<file path="config.mk">
export PLATFORM = sky130hd
export DESIGN_NAME = ssw_top
export DESIGN_NICKNAME = d
export VERILOG_FILES = /design/src/logic/ssw_pkg.sv /design/src/logic/ssw_chan_if.sv /design/src/logic/ssw_pg_chan.sv /design/src/logic/ssw_top.sv
export SDC_FILE = /design/constraint.sdc
export NUM_CORES = 1
export LEC_CHECK = 0
export BUFFER_PORTS_ARGS = -buffer_cell sky130_fd_sc_hd__buf_4
export CELL_PAD_IN_SITES_DETAIL_PLACEMENT = 1
export CELL_PAD_IN_SITES_GLOBAL_PLACEMENT = 2
export CORE_MARGIN = 2
export CORE_UTILIZATION = 45
export DETAILED_ROUTE_END_ITERATION = 7
export PLACE_DENSITY = 0.95
export SETUP_SLACK_MARGIN = 0.4
export SLEW_MARGIN = 15
export SYNTH_ARGS = -nofsm -noshare
export SYNTH_HDL_FRONTEND = slang
export SYNTH_SLANG_ARGS = --single-unit
</file>
<file path="constraint.sdc">
create_clock -name clock_in -period 6 [get_ports clock_in]
set_input_delay 0.6 -clock clock_in [delete_from_list [all_inputs] [get_ports clock_in]]
set_output_delay 0.6 -clock clock_in [all_outputs]
set_load 0.1 [all_outputs]
</file>
<file path="src/logic/ssw_pkg.sv">
// Shared constants and types for the supply supervisor and watchdog
package ssw_pkg;

  // ----------------------------------------------------------------
  // Sizes
  // ----------------------------------------------------------------
  localparam int NUM_SUPPLIES = 8;
  localparam int SEL_W        = 5;
  localparam int TOL_BIT      = 4;
  localparam int CNT_W        = 32;
  localparam int PRE_W        = 8;
  localparam int SYNC_W       = 6 + SEL_W + NUM_SUPPLIES;

  // ----------------------------------------------------------------
  // Positions in the synchronised pin vector
  // ----------------------------------------------------------------
  localparam int POS_UV      = 0;
  localparam int POS_SEL     = NUM_SUPPLIES;
  localparam int POS_RST_ADJ = POS_SEL + SEL_W;
  localparam int POS_WD_ADJ  = POS_RST_ADJ + 1;
  localparam int POS_HOLD_N  = POS_RST_ADJ + 2;
  localparam int POS_ENA_N   = POS_RST_ADJ + 3;
  localparam int POS_MR_N    = POS_RST_ADJ + 4;
  localparam int POS_STROBE  = POS_RST_ADJ + 5;

  // ----------------------------------------------------------------
  // Time base and periods
  // ----------------------------------------------------------------
  localparam int CLK_PERIOD_NS = 8;
  localparam int TICK_NS       = 1000;
  localparam logic [PRE_W-1:0] TICK_CYCLES = PRE_W'((TICK_NS + CLK_PERIOD_NS - 1) / CLK_PERIOD_NS);
  localparam int PG_DELAY_US   = 6250;
  localparam int WD_SHORT_MS   = 1440;
  localparam int WD_LONG_MS    = 92160;
  localparam int RST_DEF_MS    = 140;
  localparam int WD_LONG_MULT  = 64;
  localparam int WD_ADJ_MS     = 100;
  localparam int RST_ADJ_MS    = 20;
  localparam int PG_DELAY_TICKS  = (PG_DELAY_US * 1000 + TICK_NS - 1) / TICK_NS;
  localparam int WD_SHORT_TICKS  = (WD_SHORT_MS * 1000) / TICK_NS * 1000;
  localparam int WD_LONG_TICKS   = (WD_LONG_MS * 1000) / TICK_NS * 1000;
  localparam int RST_DEF_TICKS   = (RST_DEF_MS * 1000) / TICK_NS * 1000;
  localparam int WD_ADJ_TICKS    = (WD_ADJ_MS * 1000) / TICK_NS * 1000;
  localparam int RST_ADJ_TICKS   = (RST_ADJ_MS * 1000) / TICK_NS * 1000;
  localparam logic [1:0] SETTLE_CYCLES = 2'h3;

  // ----------------------------------------------------------------
  // Reset values
  // ----------------------------------------------------------------
  localparam logic [CNT_W-1:0] CNT_RESET = 32'h0;
  localparam logic [PRE_W-1:0] PRE_RESET = 8'h0;
  localparam logic             RST_N_RESET   = 1'b0;
  localparam logic             FAULT_N_RESET = 1'b1;
  localparam logic             PG_N_RESET    = 1'b0;
  localparam logic [SEL_W-1:0] SEL_RESET     = 5'h00;

  typedef enum logic [2:0] {
    WD_LONG  = 3'b001,
    WD_SHORT = 3'b010,
    WD_FAULT = 3'b100
  } ssw_wd_state_t;

endpackage

</file>
<file path="src/logic/ssw_chan_if.sv">
// Signals between the supervisor top and one power-good channel
`timescale 1ns/1ns
interface ssw_chan_if;
  logic tick;
  logic undervolt;
  logic force_low;
  logic hold;
  logic pg_n;
  modport chan (input tick, input undervolt, input force_low, input hold, output pg_n);
  modport top  (output tick, output undervolt, output force_low, output hold, input pg_n);
endinterface // ssw_chan_if

</file>
<file path="src/logic/ssw_pg_chan.sv">
// One power-good channel with release delay
`timescale 1ns/1ns
module ssw_pg_chan #(
  parameter logic [ssw_pkg::CNT_W-1:0] DELAY_TICKS = ssw_pkg::CNT_W'(ssw_pkg::PG_DELAY_TICKS)
) (
  input wire logic  clock_in, // 125 MHz clock
  input wire logic  rstn_in,  // Async reset, active low
  ssw_chan_if.chan  ch        // Channel signals
);
  logic [ssw_pkg::CNT_W-1:0] cnt_r;
  logic [ssw_pkg::CNT_W-1:0] cnt_nxt;
  logic                      pg_n_r;
  logic                      pg_n_nxt;

  always_comb begin
    cnt_nxt  = cnt_r;
    pg_n_nxt = pg_n_r;
    if (!ch.hold) begin
      if (ch.undervolt || ch.force_low) begin
        cnt_nxt  = ssw_pkg::CNT_RESET;
        pg_n_nxt = 1'b0;
      end else if (!pg_n_r && ch.tick) begin
        if (cnt_r >= DELAY_TICKS - 32'h1) begin
          pg_n_nxt = 1'b1;
        end else begin
          cnt_nxt = cnt_r + 32'h1;
        end
      end
    end
  end

  always_ff @(posedge clock_in or negedge rstn_in) begin
    if (!rstn_in) begin
      cnt_r  <= ssw_pkg::CNT_RESET;
      pg_n_r <= ssw_pkg::PG_N_RESET;
    end else begin
      cnt_r  <= cnt_nxt;
      pg_n_r <= pg_n_nxt;
    end
  end

  assign ch.pg_n = pg_n_r;

  a_pg_cause_low: assert property (@(posedge clock_in) disable iff (!rstn_in)
    (ch.undervolt || ch.force_low) && !ch.hold |=> !ch.pg_n) else $error("power good not pulled low");
  a_pg_hold_freeze: assert property (@(posedge clock_in) disable iff (!rstn_in)
    ch.hold |=> $stable(ch.pg_n)) else $error("power good moved during hold");
  a_pg_release_delay: assert property (@(posedge clock_in) disable iff (!rstn_in)
    $rose(ch.pg_n) |-> $past(cnt_r) == DELAY_TICKS - 32'h1 && $past(ch.tick))
    else $error("power good released before its delay");

endmodule // ssw_pg_chan

</file>
<file path="src/logic/ssw_top.sv">
// Supply supervisor: watchdog, combined reset and power-good outputs
`timescale 1ns/1ns
module ssw_top #(
  parameter logic [31:0] WD_SHORT_TICKS     = 32'(ssw_pkg::WD_SHORT_TICKS), // Fixed short period
  parameter logic [31:0] WD_LONG_TICKS      = 32'(ssw_pkg::WD_LONG_TICKS),  // Fixed long period
  parameter logic [31:0] WD_ADJ_SHORT_TICKS = 32'(ssw_pkg::WD_ADJ_TICKS),   // Adjusted short period
  parameter logic [31:0] RST_DEF_TICKS      = 32'(ssw_pkg::RST_DEF_TICKS),  // Default reset period
  parameter logic [31:0] RST_ADJ_TICKS      = 32'(ssw_pkg::RST_ADJ_TICKS),  // Adjusted reset period
  parameter logic [31:0] PG_DELAY_TICKS     = 32'(ssw_pkg::PG_DELAY_TICKS)  // Power-good release delay
) (
  input  wire logic                              clock_in,                  // 125 MHz clock
  input  wire logic                              rstn_in,                   // Async reset, active low
  input  wire logic                              watchdog_strobe_in,        // Strobe from host
  input  wire logic                              manual_reset_n_in,         // Manual reset, active low
  input  wire logic                              power_good_enable_n_in,    // High forces power-good low
  input  wire logic                              output_hold_n_in,          // Low freezes reset, fault and power-good outputs
  input  wire logic                              watchdog_period_adjust_in, // 1 selects adjusted period
  input  wire logic                              reset_period_adjust_in,    // 1 selects adjusted period
  input  wire logic [ssw_pkg::SEL_W-1:0]         threshold_select_in,       // Threshold code pins
  input  wire logic [ssw_pkg::NUM_SUPPLIES-1:0]  undervolt_in,              // Comparator flags, 1 = low
  output logic [ssw_pkg::NUM_SUPPLIES-1:0]       power_good_n_out,          // Per supply, low = not good
  output logic                                   reset_n_out,               // Combined reset, active low
  output logic                                   watchdog_fault_n_out,      // Watchdog fault, active low
  output logic [ssw_pkg::SEL_W-1:0]              threshold_code_out,        // Latched threshold code
  output logic                                   tolerance_5pct_out         // 1 = 5 %, 0 = 10 %
);
  localparam logic [31:0] WD_ADJ_LONG_TICKS = 32'(WD_ADJ_SHORT_TICKS * ssw_pkg::WD_LONG_MULT);

  // ----------------------------------------------------------------
  // Pin synchronisers
  // ----------------------------------------------------------------
  logic [ssw_pkg::SYNC_W-1:0] pins;
  logic [ssw_pkg::SYNC_W-1:0] meta_r;
  logic [ssw_pkg::SYNC_W-1:0] sync_r;
  logic                       strobe_prev_r;

  assign pins = {watchdog_strobe_in, manual_reset_n_in, power_good_enable_n_in, output_hold_n_in,
                 watchdog_period_adjust_in, reset_period_adjust_in, threshold_select_in, undervolt_in};

  always_ff @(posedge clock_in or negedge rstn_in) begin
    if (!rstn_in) begin
      meta_r        <= '0;
      sync_r        <= '0;
      strobe_prev_r <= 1'b0;
    end else begin
      meta_r        <= pins;
      sync_r        <= meta_r;
      strobe_prev_r <= sync_r[ssw_pkg::POS_STROBE];
    end
  end

  logic hold;
  logic strobe_edge;
  logic any_uv;
  logic rst_cause;
  assign hold        = !sync_r[ssw_pkg::POS_HOLD_N];
  assign strobe_edge = sync_r[ssw_pkg::POS_STROBE] ^ strobe_prev_r;
  assign any_uv      = |sync_r[ssw_pkg::POS_UV +: ssw_pkg::NUM_SUPPLIES];
  assign rst_cause   = any_uv || !sync_r[ssw_pkg::POS_MR_N];

  // ----------------------------------------------------------------
  // Time base and threshold capture
  // ----------------------------------------------------------------
  logic [ssw_pkg::PRE_W-1:0] pre_r;
  logic [ssw_pkg::PRE_W-1:0] pre_nxt;
  logic                      tick_r;
  logic                      tick_nxt;
  logic [1:0]                settle_r;
  logic [1:0]                settle_nxt;
  logic [ssw_pkg::SEL_W-1:0] sel_r;
  logic [ssw_pkg::SEL_W-1:0] sel_nxt;

  always_comb begin
    pre_nxt    = pre_r + 8'h1;
    tick_nxt   = 1'b0;
    settle_nxt = settle_r;
    sel_nxt    = sel_r;
    if (pre_r >= ssw_pkg::TICK_CYCLES - 8'h1) begin
      pre_nxt  = ssw_pkg::PRE_RESET;
      tick_nxt = 1'b1;
    end
    if (settle_r != ssw_pkg::SETTLE_CYCLES) begin
      settle_nxt = settle_r + 2'h1;
      if (settle_nxt == ssw_pkg::SETTLE_CYCLES) begin
        sel_nxt = sync_r[ssw_pkg::POS_SEL +: ssw_pkg::SEL_W];
      end
    end
  end

  always_ff @(posedge clock_in or negedge rstn_in) begin
    if (!rstn_in) begin
      pre_r    <= ssw_pkg::PRE_RESET;
      tick_r   <= 1'b0;
      settle_r <= 2'h0;
      sel_r    <= ssw_pkg::SEL_RESET;
    end else begin
      pre_r    <= pre_nxt;
      tick_r   <= tick_nxt;
      settle_r <= settle_nxt;
      sel_r    <= sel_nxt;
    end
  end

  assign threshold_code_out = sel_r;
  assign tolerance_5pct_out = sel_r[ssw_pkg::TOL_BIT];

  // ----------------------------------------------------------------
  // Combined reset
  // ----------------------------------------------------------------
  logic [31:0] rst_cnt_r;
  logic [31:0] rst_cnt_nxt;
  logic        rst_n_r;
  logic        rst_n_nxt;
  logic [31:0] rst_limit;

  assign rst_limit = sync_r[ssw_pkg::POS_RST_ADJ] ? RST_ADJ_TICKS : RST_DEF_TICKS;

  always_comb begin
    rst_cnt_nxt = rst_cnt_r;
    rst_n_nxt   = rst_n_r;
    if (!hold) begin
      if (rst_cause) begin
        rst_cnt_nxt = ssw_pkg::CNT_RESET;
        rst_n_nxt   = 1'b0;
      end else if (!rst_n_r && tick_r) begin
        if (rst_cnt_r >= rst_limit - 32'h1) begin
          rst_n_nxt = 1'b1;
        end else begin
          rst_cnt_nxt = rst_cnt_r + 32'h1;
        end
      end
    end
  end

  always_ff @(posedge clock_in or negedge rstn_in) begin
    if (!rstn_in) begin
      rst_cnt_r <= ssw_pkg::CNT_RESET;
      rst_n_r   <= ssw_pkg::RST_N_RESET;
    end else begin
      rst_cnt_r <= rst_cnt_nxt;
      rst_n_r   <= rst_n_nxt;
    end
  end

  assign reset_n_out = rst_n_r;

  // ----------------------------------------------------------------
  // Watchdog
  // ----------------------------------------------------------------
  ssw_pkg::ssw_wd_state_t wd_st_r;
  ssw_pkg::ssw_wd_state_t wd_st_nxt;
  logic [31:0]            wd_cnt_r;
  logic [31:0]            wd_cnt_nxt;
  logic                   fault_n_r;
  logic                   fault_n_nxt;
  logic [31:0]            wd_limit;

  always_comb begin
    if (sync_r[ssw_pkg::POS_WD_ADJ]) begin
      wd_limit = (wd_st_r == ssw_pkg::WD_LONG) ? WD_ADJ_LONG_TICKS : WD_ADJ_SHORT_TICKS;
    end else begin
      wd_limit = (wd_st_r == ssw_pkg::WD_LONG) ? WD_LONG_TICKS : WD_SHORT_TICKS;
    end
  end

  always_comb begin
    wd_st_nxt   = wd_st_r;
    wd_cnt_nxt  = wd_cnt_r;
    fault_n_nxt = fault_n_r;
    if (!hold) begin
      if (!rst_n_r) begin
        wd_st_nxt   = ssw_pkg::WD_LONG;
        wd_cnt_nxt  = ssw_pkg::CNT_RESET;
        fault_n_nxt = 1'b1;
      end else if (strobe_edge) begin
        wd_st_nxt   = ssw_pkg::WD_SHORT;
        wd_cnt_nxt  = ssw_pkg::CNT_RESET;
        fault_n_nxt = 1'b1;
      end else begin
        unique case (wd_st_r)
          ssw_pkg::WD_LONG, ssw_pkg::WD_SHORT: begin
            if (tick_r) begin
              if (wd_cnt_r >= wd_limit - 32'h1) begin
                wd_st_nxt   = ssw_pkg::WD_FAULT;
                wd_cnt_nxt  = ssw_pkg::CNT_RESET;
                fault_n_nxt = 1'b0;
              end else begin
                wd_cnt_nxt = wd_cnt_r + 32'h1;
              end
            end
          end
          ssw_pkg::WD_FAULT: begin
            fault_n_nxt = 1'b0;
          end
          default: begin
            wd_st_nxt = ssw_pkg::WD_LONG;
          end
        endcase
      end
    end
  end

  always_ff @(posedge clock_in or negedge rstn_in) begin
    if (!rstn_in) begin
      wd_st_r   <= ssw_pkg::WD_LONG;
      wd_cnt_r  <= ssw_pkg::CNT_RESET;
      fault_n_r <= ssw_pkg::FAULT_N_RESET;
    end else begin
      wd_st_r   <= wd_st_nxt;
      wd_cnt_r  <= wd_cnt_nxt;
      fault_n_r <= fault_n_nxt;
    end
  end

  assign watchdog_fault_n_out = fault_n_r;

  // ----------------------------------------------------------------
  // Power-good channels
  // ----------------------------------------------------------------
  for (genvar i = 0; i < ssw_pkg::NUM_SUPPLIES; i++) begin : g_chan
    ssw_chan_if u_if ();
    assign u_if.tick      = tick_r;
    assign u_if.undervolt = sync_r[ssw_pkg::POS_UV + i];
    assign u_if.force_low = sync_r[ssw_pkg::POS_ENA_N];
    assign u_if.hold      = hold;
    assign power_good_n_out[i] = u_if.pg_n;
    ssw_pg_chan #(.DELAY_TICKS(PG_DELAY_TICKS)) u_chan (
      .clock_in (clock_in),
      .rstn_in  (rstn_in),
      .ch       (u_if.chan)
    );
  end

  // ----------------------------------------------------------------
  // Checks
  // ----------------------------------------------------------------
  a_rst_cause_low: assert property (@(posedge clock_in) disable iff (!rstn_in)
    rst_cause && !hold |=> !reset_n_out) else $error("reset not asserted for its cause");
  a_rst_release_period: assert property (@(posedge clock_in) disable iff (!rstn_in)
    $rose(reset_n_out) |-> $past(rst_cnt_r) == $past(rst_limit) - 32'h1 && $past(tick_r))
    else $error("reset released early");
  a_hold_freeze_out: assert property (@(posedge clock_in) disable iff (!rstn_in)
    hold |=> $stable(reset_n_out) && $stable(watchdog_fault_n_out)) else $error("outputs moved in hold");
  a_wd_reset_long: assert property (@(posedge clock_in) disable iff (!rstn_in)
    !reset_n_out && !hold |=> wd_st_r == ssw_pkg::WD_LONG && wd_cnt_r == 32'h0)
    else $error("watchdog not long after reset");
  a_wd_edge_short: assert property (@(posedge clock_in) disable iff (!rstn_in)
    strobe_edge && reset_n_out && !hold |=> wd_st_r == ssw_pkg::WD_SHORT && wd_cnt_r == 32'h0)
    else $error("strobe edge did not restart short period");
  a_wd_fault_timeout: assert property (@(posedge clock_in) disable iff (!rstn_in)
    $fell(watchdog_fault_n_out) |-> $past(wd_cnt_r) == $past(wd_limit) - 32'h1 && $past(tick_r))
    else $error("watchdog fault at wrong count");
  a_sel_latched: assert property (@(posedge clock_in) disable iff (!rstn_in)
    settle_r == ssw_pkg::SETTLE_CYCLES |=> $stable(threshold_code_out)) else $error("threshold code moved");

endmodule // ssw_top

</file>
==> qor.csv, run 1 <==
metric,value,unit
GPL Wtd Cong,0.793,
Cells after Synth,1672,
worst stage delay on the critical path,0.61,ns
die area,40400,um2
total number of vias,12900,
"flops & latches, synth",388,
routed vias/inst,5.70,
"Arr. time, crit path",4.22,ns
First DRT Iteration DRCs,707,
grt met1 use,27.0,%
Core ar.,38500,um2
number of I/O pins,37,
VDD IR-drop max,0.180,mV
antenna violations before repair,0,
post-synthesis mux area share,0.674,%
die width,201,um
Hold Fails Final Rpt,0,
"Clk pin slew, worst setup/hold paths",0.06,ns
Final period util,62.8,%
RR Startpoint,wd_st_r[0],
Rows,72,
Ys Warns,0,
CP startpoint kind,register,
dpl cell area,18200,um2
vias in the first global route,14300,
cell type group with the largest total delay on the critical path,simple AND/OR/NAND/NOR gates,
CTS sink cnt,388,
first-pass GRT wire length,71900,um
Starting Density,45.4,%
"Design Area, Final",19800,um2
Max Fclk,265,MHz
Final Slew Violations,0,
hold_sp,threshold_select_in[0],
status,completed,
Post-Synth XOR/XNOR Area,2.36,%
adder-cell share of the synthesized area,4.44,%
Synth Area in Simple Gates,24.1,%
mapped cell area,17500,um2
Fin Hold WS,0.136,ns
Worst-Margin Slew,1.01,ns
library cells used by synthesis,69,
R2R setup slack,2.23,ns
top_reg_cell synth,dfrtp_1,
Max Cap Viol,0,
most used routing layer in global routing,met2,
Layout area overhead,13.2,%
main combinational cell family by area after synthesis,simple AND/OR/NAND/NOR gates,
hold depth,1,
"commonest non-fill, non-tap cell in the layout",dfrtp_1,
DRT antenna net count,0,
Final min period,3.77,ns
switching portion of total power,22.9,%
final setup vio count,0,
post-CTS sizing,0,
fin nets,1787,
Multi-input gate area,7290,um2
H-tree levels,2,
R2R depth,10,
FILL cells,4184,
largest net degree at the start of global routing,183,
IO buf count,36,
Tot GR Track Use,21.4,%
register area,9710,um2
share of layout cells above drive strength 1,8.58,%
most frequent cells in the layout,"386 x dfrtp_1, 164 x and2_1, 130 x nor2_1",
GR Util met2,36.7,%
RSZ-0062 raised after global routing,no,
Leak,9.08,nW
DP HPWL,26700,um
PD cells,291,nW/um2
CTS tree,yes,
worst hold path endpoint,meta_r[8],
"Req. time, crit path",6.45,ns
crit path buf inv count,1,
clk_lat worst skew,0.57,ns
CTS max path bufs,3,
Comb power frac,4.2,%
ys async rst share,100,%
gr ovfl total,0,
Inserted Clock Buffers,43,
critical path's slowest cell,a211oi_4,
Psw,1.32,mW
Post-synth EDFFs,0,
sequential area share after synthesis,55.6,%
hold buffers post-CTS,1,
"Cell Chain, Critical Path",nor3b_1 -> nand2b_1 -> ha_1 -> nand4_1 -> nor4_1 -> a211oi_1 -> and3_1 -> a211oi_4 -> buf_4 -> nor3_1,
Worst Clk Skew,0.0258,ns
Critical Path End Type,register,
Compound-Gate Fraction of Synth Area,9.86,%
syn_area_per_cell,10.4,um2
internal power,4.43,mW
r2r endpoint,wd_cnt_r[3],
wire length per cell,18.6,um
root buf cell,clkbuf_16,
Final TNS setup,0,ns
first drt pass iteration count,4,
DRC,0,
setup bufs post-CTS,0,
WL final,42000,um
HP Class,in -> reg,
Slew headroom,32.9,%
Seq pwr share,46.5,%
Crit Path Max Fanout,18,
Die H,201,um
crit path kind,reg -> reg,
GR Layer Usage met3,3.86,%
clock power share,49.3,%
[area by class of cell]
type                            instances  share of cell area, %
Antenna cell                            1                 0.0127
Clock buffer                           59                   6.36
Clock inverter                         19                   1.39
Inverter                               48                  0.911
Multi-Input combinational cell       1174                   36.9
Sequential cell                       388                   49.1
Tap cell                              518                   3.28
Timing Repair Buffer                   49                   2.04
[routing by layer]
metal / vias to the layer above / wire length (um)
li1: 6013 / -
met3: 87 / 1110
met1: 6620 / 18700
met2: 150 / 21000
met5: - / 0
met4: 0 / 1210
[power groups by stage]
stage / Clock, mW / Combinational [mW] / Sequential (mW)
global route: 3.01 / 0.272 / 2.67
global placement: 0 / 0.231 / 2.72
detailed placement: 0 / 0.242 / 2.72
finish: 2.83 / 0.241 / 2.67
CTS: 2.91 / 0.246 / 2.67
floorplan: 0 / 0.116 / 2.72
[state kept, by name, summed over array words and instances (netlist names), 2 cells and up]
name and flops:
g_chan.u_chan.ch.pg_n 8, g_chan.u_chan.cnt_r 256, meta_r 19, pre_r 8
rst_cnt_r 32, settle_r 2, sync_r 19, threshold_code_out 5
wd_cnt_r 32, wd_st_r 3
[synthesized netlist by cell type, drive strengths merged (4+ instances only)]
library cell | instances | share of area (%)
nor4 | 57 | 2.0
a21oi | 90 | 2.6
or3 | 43 | 1.6
clkbuf | 44 | 0.97
xnor2 | 22 | 1.1
and4 | 5 | 0.25
a22o | 4 | 0.20
xor2 | 25 | 1.3
nor2 | 131 | 2.9
o211ai | 17 | 0.73
and2 | 166 | 6.0
dfrtp | 386 | 55
nand3 | 74 | 2.1
nand2b | 14 | 0.50
a31oi | 16 | 0.57
o311ai | 10 | 0.50
ha | 62 | 4.4
nor3 | 32 | 0.92
buf | 22 | 0.92
o31ai | 12 | 0.52
or4 | 29 | 1.3
o21a | 11 | 0.47
nand2 | 104 | 2.2
a211oi | 4 | 0.17
mux2i | 5 | 0.29
o21ai | 79 | 2.3
mux2 | 6 | 0.39
and3 | 34 | 1.2
o41ai | 10 | 0.50
or2 | 5 | 0.18
a41oi | 6 | 0.30
nor4b | 6 | 0.30
inv | 48 | 1.0
nand4 | 52 | 1.9
[stage by stage]
stage	utilization, %	total power, mW	cells	worst slack [ns]
after global placement	47.3	2.95	2176	2.38
final	51.4	5.75	2256	2.23
after global routing	51.4	5.96	2255	1.86
after detailed placement	47.3	2.96	2176	2.28
after CTS	51.3	5.83	2255	2.21
after floorplan	-	2.84	1676	3.03
[how the worst max path moves through the flow]
stage,from,end,depth (start not counted)
after floorplan,wd_st_r[0],wd_cnt_r[10],10
after global placement,wd_st_r[0],wd_cnt_r[10],10
after detailed placement,wd_st_r[0],wd_cnt_r[2],10
after CTS,wd_st_r[0],wd_cnt_r[3],10
after global routing,wd_st_r[0],wd_cnt_r[8],10
final,wd_st_r[0],wd_cnt_r[3],10
[cells by family (layout without fill, tap and decap cells)]
family,count (synthesis),count (layout)
DFF,388,388
and+or+nand+nor,768,768
xor gates and xnor gates,47,47
AOI/OAI and AO/OA,280,280
adders and majority gates,62,62
muxes,11,11
other,2,7
buffers and inverters,114,175
Note: power is estimated with default switching activity, not from simulation.
==> run 2, diff against run 1 <==
Settings changed: ABC_AREA from default to 1, CORE_UTILIZATION 45 to 38, PLACE_DENSITY 0.95 to 0.91.
Clock period 6 ns to 3.9 ns, I/O delays scaled along.
==> run 2 against run 1 <==
  * Die area increased by 33%
  * Worst setup slack got worse by 1.3 ns
  * Global-route usage decreased by 2.8 points
  * Power increased by 59%
  * Sequential share of layout area decreased by 5.6 points
  * Critical path depth decreased by 2
  * Synthesized cell count increased by 48%
  * Fmax increased by 27%
  * Sequential power increased by 54%
  * Critical path type unchanged
  * Critical endpoint is now g_chan[6].u_chan.cnt_r[4]
  * Largest cell class unchanged
  * Highest routed layer unchanged
==> qor.csv, run 2 <==
metric,value,unit
status,completed,
DRT antenna net count,0,
"flops & latches, synth",388,
Cells after Synth,2478,
RR Startpoint,sync_r[15],
total number of vias,15800,
"commonest non-fill, non-tap cell in the layout",nand2_1,
Leak,10.6,nW
first drt pass iteration count,4,
ys async rst share,100,%
antenna violations before repair,0,
hold_sp,meta_r[9],
die width,231,um
top_reg_cell synth,dfrtp_1,
Ys Warns,0,
gr ovfl total,0,
Post-synth EDFFs,0,
DRC,0,
Worst Slack Setup Final,0.941,ns
clock power share,50.0,%
Seq pwr share,45.1,%
R2R depth,8,
mapped cell area,19600,um2
Multi-input gate area,8300,um2
Worst Clk Skew,0.0243,ns
Final period util,75.9,%
GR Layer Usage met3,3.04,%
register area,9710,um2
Crit Path Max Fanout,30,
crit path kind,reg -> reg,
final setup vio count,0,
internal power,6.92,mW
Post-synth top cells,"619 x nand2_1, 484 x nor2_1, 386 x dfrtp_1, 318 x inv_1, 164 x nand3_1",
Hold Fails Final Rpt,0,
grt met1 use,23.4,%
switching portion of total power,24.2,%
n_diodes,0,
"Arr. time, crit path",3.48,ns
"Design Area, Final",22300,um2
"count leader, synth",nand2_1,
hold depth,0,
most frequent cells in the layout,"619 x nand2_1, 484 x nor2_1, 386 x dfrtp_1",
R2R setup slack,0.94,ns
VDD IR-drop max,0.296,mV
"Clk pin slew, worst setup/hold paths",0.06,ns
first-pass GRT wire length,82300,um
vias in the first global route,17000,
most used routing layer in global routing,met2,
Max Fclk,338,MHz
CP startpoint kind,register,
Psw,2.21,mW
GPL Wtd Cong,0.864,
Final Slew Violations,0,
library cells used by synthesis,47,
DP HPWL,33000,um
CTS tree,yes,
max reg flops,256,
share of the synthesized area in the top cell type,49.2,%
largest net degree at the start of global routing,86,
IO buf count,36,
wire length per cell,14.7,um
"Req. time, crit path",4.42,ns
HP Class,reg -> reg,
beginning of the critical path,sync_r[15],
Final TNS setup,0,ns
Layout area overhead,13.6,%
dpl cell area,20500,um2
root buf cell,clkbuf_16,
Rows,83,
"top cells by area, synth","dfrtp_1 49%, nand2_1 12%, nor2_1 9.2%",
Die H,231,um
First DRT Iteration DRCs,787,
die area,53500,um2
Worst-Margin Slew,1.03,ns
H-tree levels,2,
Pwr Total,9.13,mW
Inserted Clock Buffers,47,
GR Util met2,33.2,%
FILL cells,6196,
CTS max path bufs,3,
Slew headroom,31.2,%
share of layout cells above drive strength 1,7.40,%
sequential area share after synthesis,49.4,%
PD cells,409,nW/um2
post-CTS sizing,0,
routed vias/inst,4.85,
clk_lat worst skew,0.59,ns
Max Cap Viol,0,
Tot GR Track Use,18.6,%
Final min period,2.96,ns
pre-CTS WS,0.898,ns
biggest regs,"g_chan.u_chan.cnt_r: 256 flops, rst_cnt_r: 32 flops, wd_cnt_r: 32 flops",
Starting Density,38.4,%
syn_area_per_cell,7.93,um2
Comb power frac,4.9,%
Critical Path End Type,register,
fin nets,2613,
number of I/O pins,37,
Core ar.,51200,um2
WL final,47800,um
CTS sink cnt,388,
Reg with most FFs,g_chan.u_chan.cnt_r,
cell accounting for the most synthesized area,dfrtp_1,
RSZ-0062 raised after global routing,no,
-- run 2: cell types whose count changed in the layout (fill, tap and decap cells not counted), moves of 27 or more --
cell / delta
a21oi_1: -70
and2_1: -163
and3_1: -30
inv_1: +270
nand2_1: +515
nand3_1: +90
nor2_1: +354
nor4_1: -48
o21ai_0: -36
or3_1: -41
or4_1: -27
xor2_1: +45
-- run 2: worst max-delay path: stages, from the launching register on --
cell	delay [ns]
dfrtp_1	0.68
inv_2	0.25
nor2_2	0.22
inv_2	0.15
o21ai_1	0.13
nand3_2	0.30
nand2_1	0.88
nand2_1	0.15
nand2_1	0.12
-- run 2: kinds of logic (layout without fill, tap and decap cells) --
kind of cell	count (synthesis)	after routing	share of synthesized area, %
simple gates	1432	1432	30.7
buf+inv	400	485	8.39
flops	388	388	49.4
xor+xnor	99	99	4.41
compound gates	90	90	2.79
fa+ha+maj	62	62	3.95
mux	5	5	0.287
other cells	2	6	0.0382
-- run 2: area by class of cell --
| type | instances | area share [%] |
|---|---|---|
| timing repair buffer | 65 | 2.61 |
| clock inverter | 27 | 1.47 |
| multi-input combinational | 1694 | 37.2 |
| inverter | 334 | 5.62 |
| clock buffer | 59 | 5.75 |
| sequential | 388 | 43.5 |
| tap | 680 | 3.81 |
-- run 2: path summary, 6_finish.rpt --
check | end
min in group asynchronous | threshold_code_out[0]
worst max-delay path | g_chan[6].u_chan.cnt_r[4]
worst min-delay path | sync_r[9]
worst min register to register | sync_r[9]
worst max register to register | g_chan[6].u_chan.cnt_r[4]
max in group asynchronous | meta_r[6]
-- run 2: routing by layer --
metal  vias up  part of all wire, %
li1       7739                    -
met3        64                  2.6
met2       133                   50
met4         0                  2.1
met5         -                    0
met1      7822                   45
-- run 2: timing repair --
| item | CTS | global route |
|---|---|---|
| buffers inserted | 0 | 0 |
| hold endpoints to repair | 96 | 0 |
| hold buffers | 20 | 0 |
-- run 2: power groups by stage --
stage          Combinational [mW]  Sequential, mW  Clock [mW]
3_3_place_gp                0.430            4.18           0
4_1_cts                     0.468            4.11        4.70
5_1_grt                     0.515            4.12        4.87
2_1_floorplan               0.249            4.20           0
3_5_place_dp                0.449            4.19           0
6_report                    0.452            4.11        4.56
-- run 2: metrics by stage --
step           hold WS [ns]  cells  utilization (%)
6_report              0.341   3247             43.6
5_1_grt               0.357   3247             43.6
2_1_floorplan        0.0944   2482                -
3_3_place_gp          0.333   3141             40.0
4_1_cts               0.346   3247             43.6
3_5_place_dp          0.338   3141             40.0
